File: src/verilog/psd_pkg.sv
// Overview of operation
// - peripherals are steered by cpu writes to config and task registers, and by task signals
// - events set event registers; interrupt raised only for events enabled
// - each slot owns a fixed 0x1000 byte window of 1024 words
// - slot number comes from base address: 0x40000000 is 0, 0x4001F000 is 31
// - peripherals sharing a slot number reach that slot's common registers
// - at most one peripheral of a shared slot is enabled at once
// - task fires on cpu write of one or on the task signal
// - event register stays set until cpu writes zero; new events allowed
// - one interrupt line per slot, numbered as the slot
// - set and clear registers change only bits written one; read main value
package psd_pkg;

	// =========================================================
	// address decode
	localparam logic [31:0] PERIPH_BASE = 32'h4000_0000;
	localparam logic [31:0] SLOT_SPAN = 32'h0000_1000;
	localparam int WORDS_PER_SLOT = 1024;
	localparam int REGION_HI = 31;
	localparam int REGION_LO = 17;
	localparam logic [14:0] REGION_TAG = 15'h2000;
	localparam int SLOT_HI = 16;
	localparam int SLOT_LO = 12;
	localparam int SLOT_W = 5;
	localparam int IDX_HI = 11;
	localparam int IDX_LO = 2;
	localparam int IDX_W = 10;

	// =========================================================
	// word indices inside a slot window
	localparam logic [9:0] TASK_IDX = 10'h000;
	localparam logic [9:0] EVENT_IDX = 10'h040;
	localparam logic [9:0] INTEN_IDX = 10'h0c0;
	localparam logic [9:0] INTENSET_IDX = 10'h0c1;
	localparam logic [9:0] INTENCLR_IDX = 10'h0c2;
	localparam logic [9:0] ENABLE_IDX = 10'h140;

	// =========================================================
	// field layout and reset values
	localparam int ENABLE_W = 8;
	localparam logic [7:0] ENABLE_NONE = 8'h00;
	localparam int TRIG_BIT = 0;
	localparam logic [31:0] RDATA_NONE = 32'h0000_0000;

endpackage

File: src/verilog/psd_slot_frame.sv
`timescale 1ns/10ps
module psd_slot_frame
	import psd_pkg::*;
#(
	parameter int NUM_TASKS = 4,
	parameter int NUM_EVENTS = 4,
	parameter int NUM_SUBS = 2
) (
	// clock and reset
	input wire logic clock,
	input wire logic rst_n,
	// register access from the decoder
	input wire logic acc_wr,
	input wire logic [IDX_W-1:0] acc_idx,
	input wire logic [31:0] acc_wdata,
	output logic [31:0] acc_rdata,
	// peripheral side
	input wire logic [NUM_TASKS-1:0] task_sig,
	input wire logic [NUM_EVENTS-1:0] event_sig,
	output logic [NUM_TASKS-1:0] task_fire,
	output logic [NUM_SUBS-1:0] sub_enable,
	output logic irq
);

	logic [NUM_TASKS-1:0] task_fire_ff;
	logic [NUM_EVENTS-1:0] event_ff;
	logic [NUM_EVENTS-1:0] inten_ff;
	logic [ENABLE_W-1:0] enable_ff;
	logic [ENABLE_W-1:0] nxt_enable;
	logic [NUM_SUBS-1:0] sub_enable_ff;
	logic irq_ff;
	logic active;
	logic [NUM_EVENTS-1:0] evt_clr;
	logic [NUM_EVENTS-1:0] wdata_ev;

	// word hit inside a register group
	function automatic logic hit(input logic [IDX_W-1:0] idx,
		input logic [IDX_W-1:0] base, input int ofs);
		hit = (idx == base + IDX_W'(ofs));
	endfunction

	// tasks and events only act while a peripheral is enabled
	assign active = (enable_ff != ENABLE_NONE);
	assign wdata_ev = acc_wdata[NUM_EVENTS-1:0];

	// =========================================================
	// tasks: one-cycle pulse per trigger
	always_ff @(posedge clock) begin
		if (!rst_n) begin
			task_fire_ff <= '0;
		end else begin
			for (int i = 0; i < NUM_TASKS; i++) begin
				task_fire_ff[i] <= active && ((acc_wr && hit(acc_idx, TASK_IDX, i)
					&& acc_wdata[TRIG_BIT]) || task_sig[i]);
			end
		end
	end

	// =========================================================
	// events: sticky, set wins over a same-cycle clear
	always_comb begin
		for (int i = 0; i < NUM_EVENTS; i++) begin
			evt_clr[i] = acc_wr && hit(acc_idx, EVENT_IDX, i)
				&& !acc_wdata[TRIG_BIT];
		end
	end

	always_ff @(posedge clock) begin
		if (!rst_n) begin
			event_ff <= '0;
		end else begin
			for (int i = 0; i < NUM_EVENTS; i++) begin
				if (active && event_sig[i]) begin
					event_ff[i] <= 1'b1;
				end else if (evt_clr[i]) begin
					event_ff[i] <= 1'b0;
				end
			end
		end
	end

	// =========================================================
	// interrupt enable with set and clear aliases
	always_ff @(posedge clock) begin
		if (!rst_n) begin
			inten_ff <= '0;
		end else if (acc_wr && acc_idx == INTEN_IDX) begin
			inten_ff <= wdata_ev;
		end else if (acc_wr && acc_idx == INTENSET_IDX) begin
			inten_ff <= inten_ff | wdata_ev;
		end else if (acc_wr && acc_idx == INTENCLR_IDX) begin
			inten_ff <= inten_ff & ~wdata_ev;
		end
	end

	// one line per slot; one cycle behind the event flags
	always_ff @(posedge clock) begin
		if (!rst_n) begin
			irq_ff <= 1'b0;
		end else begin
			irq_ff <= |(event_ff & inten_ff);
		end
	end

	// =========================================================
	// enable: a code picks one sharing peripheral; a switch while
	// one is running is refused rather than trusted to software
	always_comb begin
		nxt_enable = enable_ff;
		if (acc_wr && acc_idx == ENABLE_IDX) begin
			if (acc_wdata[ENABLE_W-1:0] == ENABLE_NONE) begin
				nxt_enable = ENABLE_NONE;
			end else if (!active
				&& acc_wdata[ENABLE_W-1:0] <= ENABLE_W'(NUM_SUBS)) begin
				nxt_enable = acc_wdata[ENABLE_W-1:0];
			end
		end
	end

	always_ff @(posedge clock) begin
		if (!rst_n) begin
			enable_ff <= ENABLE_NONE;
			sub_enable_ff <= '0;
		end else begin
			enable_ff <= nxt_enable;
			for (int k = 0; k < NUM_SUBS; k++) begin
				sub_enable_ff[k] <= (nxt_enable == ENABLE_W'(k + 1));
			end
		end
	end

	// =========================================================
	// read mux; set and clear aliases show the main value
	always_comb begin
		acc_rdata = RDATA_NONE;
		if (acc_idx == INTEN_IDX || acc_idx == INTENSET_IDX
			|| acc_idx == INTENCLR_IDX) begin
			acc_rdata[NUM_EVENTS-1:0] = inten_ff;
		end else if (acc_idx == ENABLE_IDX) begin
			acc_rdata[ENABLE_W-1:0] = enable_ff;
		end else begin
			for (int i = 0; i < NUM_EVENTS; i++) begin
				if (hit(acc_idx, EVENT_IDX, i)) begin
					acc_rdata[TRIG_BIT] = event_ff[i];
				end
			end
		end
	end

	assign task_fire = task_fire_ff;
	assign sub_enable = sub_enable_ff;
	assign irq = irq_ff;
endmodule // psd_slot_frame

File: src/verilog/psd_slot_decoder.sv
`timescale 1ns/10ps
module psd_slot_decoder
	import psd_pkg::*;
#(
	parameter int NUM_SLOTS = 32,
	parameter int NUM_TASKS = 4,
	parameter int NUM_EVENTS = 4,
	parameter int NUM_SUBS = 2
) (
	// clock and reset
	input wire logic clock,
	input wire logic rst_n,
	// cpu request
	input wire logic cpu_valid,
	input wire logic cpu_write,
	input wire logic [31:0] cpu_addr,
	input wire logic [31:0] cpu_wdata,
	// cpu answer
	output logic resp_valid,
	output logic [31:0] resp_rdata,
	// peripheral slots
	input wire logic [NUM_SLOTS*NUM_TASKS-1:0] task_sig,
	input wire logic [NUM_SLOTS*NUM_EVENTS-1:0] event_sig,
	output logic [NUM_SLOTS*NUM_TASKS-1:0] task_fire,
	output logic [NUM_SLOTS*NUM_SUBS-1:0] sub_enable,
	output logic [NUM_SLOTS-1:0] irq
);

	logic in_region;
	logic [SLOT_W-1:0] slot_sel;
	logic [IDX_W-1:0] word_idx;
	logic [31:0] frame_rdata [NUM_SLOTS];
	logic [NUM_SLOTS-1:0] slot_wr;
	logic resp_valid_ff;
	logic [31:0] resp_rdata_ff;
	logic [31:0] nxt_rdata;

	// =========================================================
	// decode: region tag, slot number, word in the slot window
	assign in_region = (cpu_addr[REGION_HI:REGION_LO] == REGION_TAG);
	assign slot_sel = cpu_addr[SLOT_HI:SLOT_LO];
	assign word_idx = cpu_addr[IDX_HI:IDX_LO];

	// =========================================================
	// one register frame per slot; sharing peripherals meet here
	for (genvar s = 0; s < NUM_SLOTS; s++) begin : g_slot
		assign slot_wr[s] = cpu_valid && cpu_write && in_region
			&& slot_sel == SLOT_W'(s);

		psd_slot_frame #(
			.NUM_TASKS(NUM_TASKS),
			.NUM_EVENTS(NUM_EVENTS),
			.NUM_SUBS(NUM_SUBS)
		) u_frame (
			.clock(clock),
			.rst_n(rst_n),
			.acc_wr(slot_wr[s]),
			.acc_idx(word_idx),
			.acc_wdata(cpu_wdata),
			.acc_rdata(frame_rdata[s]),
			.task_sig(task_sig[s*NUM_TASKS +: NUM_TASKS]),
			.event_sig(event_sig[s*NUM_EVENTS +: NUM_EVENTS]),
			.task_fire(task_fire[s*NUM_TASKS +: NUM_TASKS]),
			.sub_enable(sub_enable[s*NUM_SUBS +: NUM_SUBS]),
			.irq(irq[s])
		);
	end

	// =========================================================
	// read data: outside the region, or past the slot count, reads zero
	always_comb begin
		nxt_rdata = RDATA_NONE;
		if (cpu_valid && !cpu_write && in_region
			&& 32'(slot_sel) < 32'(NUM_SLOTS)) begin
			nxt_rdata = frame_rdata[slot_sel];
		end
	end

	// answer one cycle after every request, mapped or not
	always_ff @(posedge clock) begin
		if (!rst_n) begin
			resp_valid_ff <= 1'b0;
			resp_rdata_ff <= RDATA_NONE;
		end else begin
			resp_valid_ff <= cpu_valid;
			resp_rdata_ff <= nxt_rdata;
		end
	end

	assign resp_valid = resp_valid_ff;
	assign resp_rdata = resp_rdata_ff;
endmodule // psd_slot_decoder

File: config.mk
export PLATFORM = sky130hd
export DESIGN_NAME = psd_slot_decoder
export DESIGN_NICKNAME = d
export VERILOG_FILES = /design/src/verilog/psd_pkg.sv /design/src/verilog/psd_slot_frame.sv /design/src/verilog/psd_slot_decoder.sv
export SDC_FILE = /design/constraint.sdc
export NUM_CORES = 2
export LEC_CHECK = 0
export BUFFER_PORTS_ARGS = -buffer_cell sky130_fd_sc_hd__buf_2
export CAP_MARGIN = 15
export CORE_MARGIN = 3
export CORE_UTILIZATION = 60
export CTS_BUF_LIST = sky130_fd_sc_hd__clkbuf_16
export DETAILED_ROUTE_END_ITERATION = 10
export PLACE_DENSITY = 0.87
export SYNTH_ARGS = -nofsm -noshare
export SYNTH_HDL_FRONTEND = slang
export SYNTH_HIERARCHICAL = 1
export SYNTH_SLANG_ARGS = --single-unit
File: constraint.sdc
create_clock -name clock -period 3.5 [get_ports clock]
set_input_delay 0 -clock clock [delete_from_list [all_inputs] [get_ports clock]]
set_output_delay 0 -clock clock [all_outputs]
set_load 0.02 [all_outputs]
==> results.txt <==
EDFF count, synth: 0
Synth top area share: 29.23%
Area growth from synthesis to layout: 15.06%
Setup violators final: 0
DRT iter0 DRCs: 6291
Cell taking the most area after synthesis: dfxtp_1
First-pass GRT wire length: 278700 um
WL/cell: 23.60 um
RSZ-0062 raised after global routing: false
Crit-path max FO: 8
Mapped Cells: 5745
Post-synthesis async set-or-reset flop share: 0%
Post-Syn Area per Cell: 9.166 sq um
DRC: 0
DP Worst Slack: 0.1017 ns
Number of cells on the worst hold path: 4
Starting density of the core: 60.61%
GP Congestion: 0.9705
DRT Wirelength: 185100 um
Distinct cells, synth: 57
Total number of vias: 51180
Gr ovfl total: 0
Worst-margin pin slew: 1.270 ns
Critical Path RT: 4.06 ns
Clk sinks: 769
Register cell area after layout: 15390 sq um
R2R cell count: 7
Leakage Power: 24.20 nW
Top cells by count, synth: 780 x buf_4, 769 x dfxtp_1, 478 x nor2_1, 388 x nand2_1, 231 x nor4_1
Ys flop type: dfxtp_1
Setup Fix Bufs, Post-CTS: 0
Fin nets: 6942
Crit end category: flop
Die Y: 302.3 um
GRT Total Usage: 38.77%
Final Hold Fails: 0
Vias in the first global route: 49698
R2R Path End: resp_rdata[0]$_SDFF_PN0_
Seq/Total Area, Yosys: 29.23%
Clock root cell: clkbuf_16
Yosys reg bits: 769
Hold Buf Count CTS: 284
R2r setup slk: 0.75 ns
Min-Delay Path Class: in2reg
H-tree levels: 3
Area occupied by multi-input gates: 32540 sq um
Setup_tns: 0 ns
Clk slew on worst S/H paths: 0.06 ns
VDD IR-drop max: 0.3629 mV
Synth area leaders: dfxtp_1 29%, buf_4 11%, mux4_2 9.6%, a32o_1 4.3%, nor2_1 3.4%
Slew Limit Fails: 0
PostCTS Resize Cnt: 0
Clk buf depth: 3
Status: completed
Crit Path Class: in2reg
Std-Cell Core Area: 86890 sq um
Final Skew: 0.04170 ns
DRT Pass-1 Iters: 7
DIE WIDTH: 302.3 um
Core Rows: 108
Most common cell in the netlist: buf_4
Overall power: 20.60 mW
Pwr dens: 340.0 nW/um^2
Hpwl dp: 122500 um
Max-slew headroom: 15.35%
Top Ports: 581
Max Fclk: 304.4 MHz
PortBufs: 554
TritonCTS clock tree: done
Num CTS Buffers: 86
Yosys synthesis warning count: 6
Cell area after synthesis: 52660 sq um
Setup ws final: 0.2152 ns
Final worst-path cycle share: 93.85%
Hold EP: g_slot[31].u_frame/event_ff[3]$_SDFFE_PN0P_
Clk_lat worst skew: 0.69 ns
R2R Path Start: g_slot[3].u_frame/event_ff[3]$_SDFFE_PN0P_
Antenna violations before repair: 13
Max-cap viol count: 0
Vias/cell: 6.527
Hold path start: cpu_addr[3]
Tmin final: 3.285 ns
Layout cell share with drive strength beyond 1: 22.10%
Die area: 91360 sq um
Filler cell count: 6258
Critical Path Source Type: input port
ANT nets after route: 0
Arr. time, crit path: 3.85 ns
Largest net degree at the start of global routing: 114
[cells by family (layout without fill, tap and decap cells)]
logic type / after synthesis / count (layout) / share of synthesized area (%)
buffers and inverters: 1154 / 1352 / 14.25
other: 32 / 775 / 0.2281
AOI/OAI and AO/OA: 992 / 992 / 15.05
and+or+nand+nor: 2382 / 2382 / 27.86
DFF: 769 / 769 / 29.23
muxes: 416 / 416 / 13.38
[power by group]
group / switching [mW] / total (mW) / internal, mW / leakage (nW)
sequential: 0.000903 / 8.75 / 8.75 / 6.19
clock: 3.98 / 9.01 / 5.03 / 1.35
combinational: 1.68 / 2.84 / 1.16 / 16.7
[worst max-delay path: stages]
cell and delay [ns]:
dlygate4sd3_1 0.62, buf_2 0.14, and2_1 0.42, nand4b_1 0.19, buf_4 0.21, nor2_1 0.14
or4b_1 0.47, or3_1 0.40, or4_1 0.42, a32o_1 0.27, dlygate4sd3_1 0.54
[placed cells by master (no fill, tap or decap), types with 33 or more instances in the layout]
cell	n
or3_1	64
mux4_2	224
or4_1	68
a22oi_1	64
buf_4	243
o211ai_1	64
nand2b_1	149
mux2_2	64
and2_1	194
dfxtp_1	769
nor4_2	36
a22o_1	96
o21ai_0	160
nor3_1	142
inv_1	105
nor4_1	231
nor3b_1	97
conb_1	768
nor4_4	46
a21oi_1	33
nor2_1	478
nand4_1	36
dlygate4sd3_1	284
or2_2	33
a32o_1	224
mux2i_1	128
nand2_1	388
and3_1	79
clkbuf_16	87
nor4b_1	64
buf_2	539
a31oi_1	96
nand3_1	46
[layer usage]
layer / vias up / global-route usage [%] / share of wire [%]
met5: - / 0 / 0.038
met4: 12 / 26.97 / 7.8
met3: 971 / 10.02 / 12
met2: 3705 / 61.76 / 45
met1: 24363 / 45.77 / 35
li1: 22129 / - / -
[through the flow]
step | instance area, sq um | hold slack [ns] | utilization (%) | cells
floorplan | 55420 | 0.1177 | - | 6481
global placement | 54990 | 0.2120 | 63.29 | 7399
detailed placement | 54990 | 0.2134 | 63.29 | 7399
CTS | 60520 | 0.003360 | 69.65 | 7832
global route | 60580 | 0.02723 | 69.72 | 7837
finish | 60590 | 0.003129 | 69.73 | 7841
[area by class of cell]
class                      instances  area share, %
sequential                       769          25.41
clock inverter                    62         0.8322
inverter                          96         0.5947
clock buffer                      87          3.593
antenna                            7        0.02891
multi-input combinational       4558          53.70
timing repair buffer            1107          13.46
tap                             1155          2.385
[worst max path at each step]
stage,slack (ns),to,start
after floorplan,0.74,g_slot[12].u_frame/event_ff[2]$_SDFFE_PN0P_,cpu_addr[12]
after global placement,0.16,g_slot[30].u_frame/event_ff[2]$_SDFFE_PN0P_,cpu_addr[23]
after detailed placement,0.10,resp_rdata[0]$_SDFF_PN0_,cpu_addr[6]
after CTS,0.31,g_slot[0].u_frame/event_ff[2]$_SDFFE_PN0P_,cpu_valid
after global routing,0.15,g_slot[0].u_frame/event_ff[2]$_SDFFE_PN0P_,cpu_valid
final,0.22,g_slot[0].u_frame/event_ff[2]$_SDFFE_PN0P_,cpu_valid
Power figures use the tool's default switching activity.
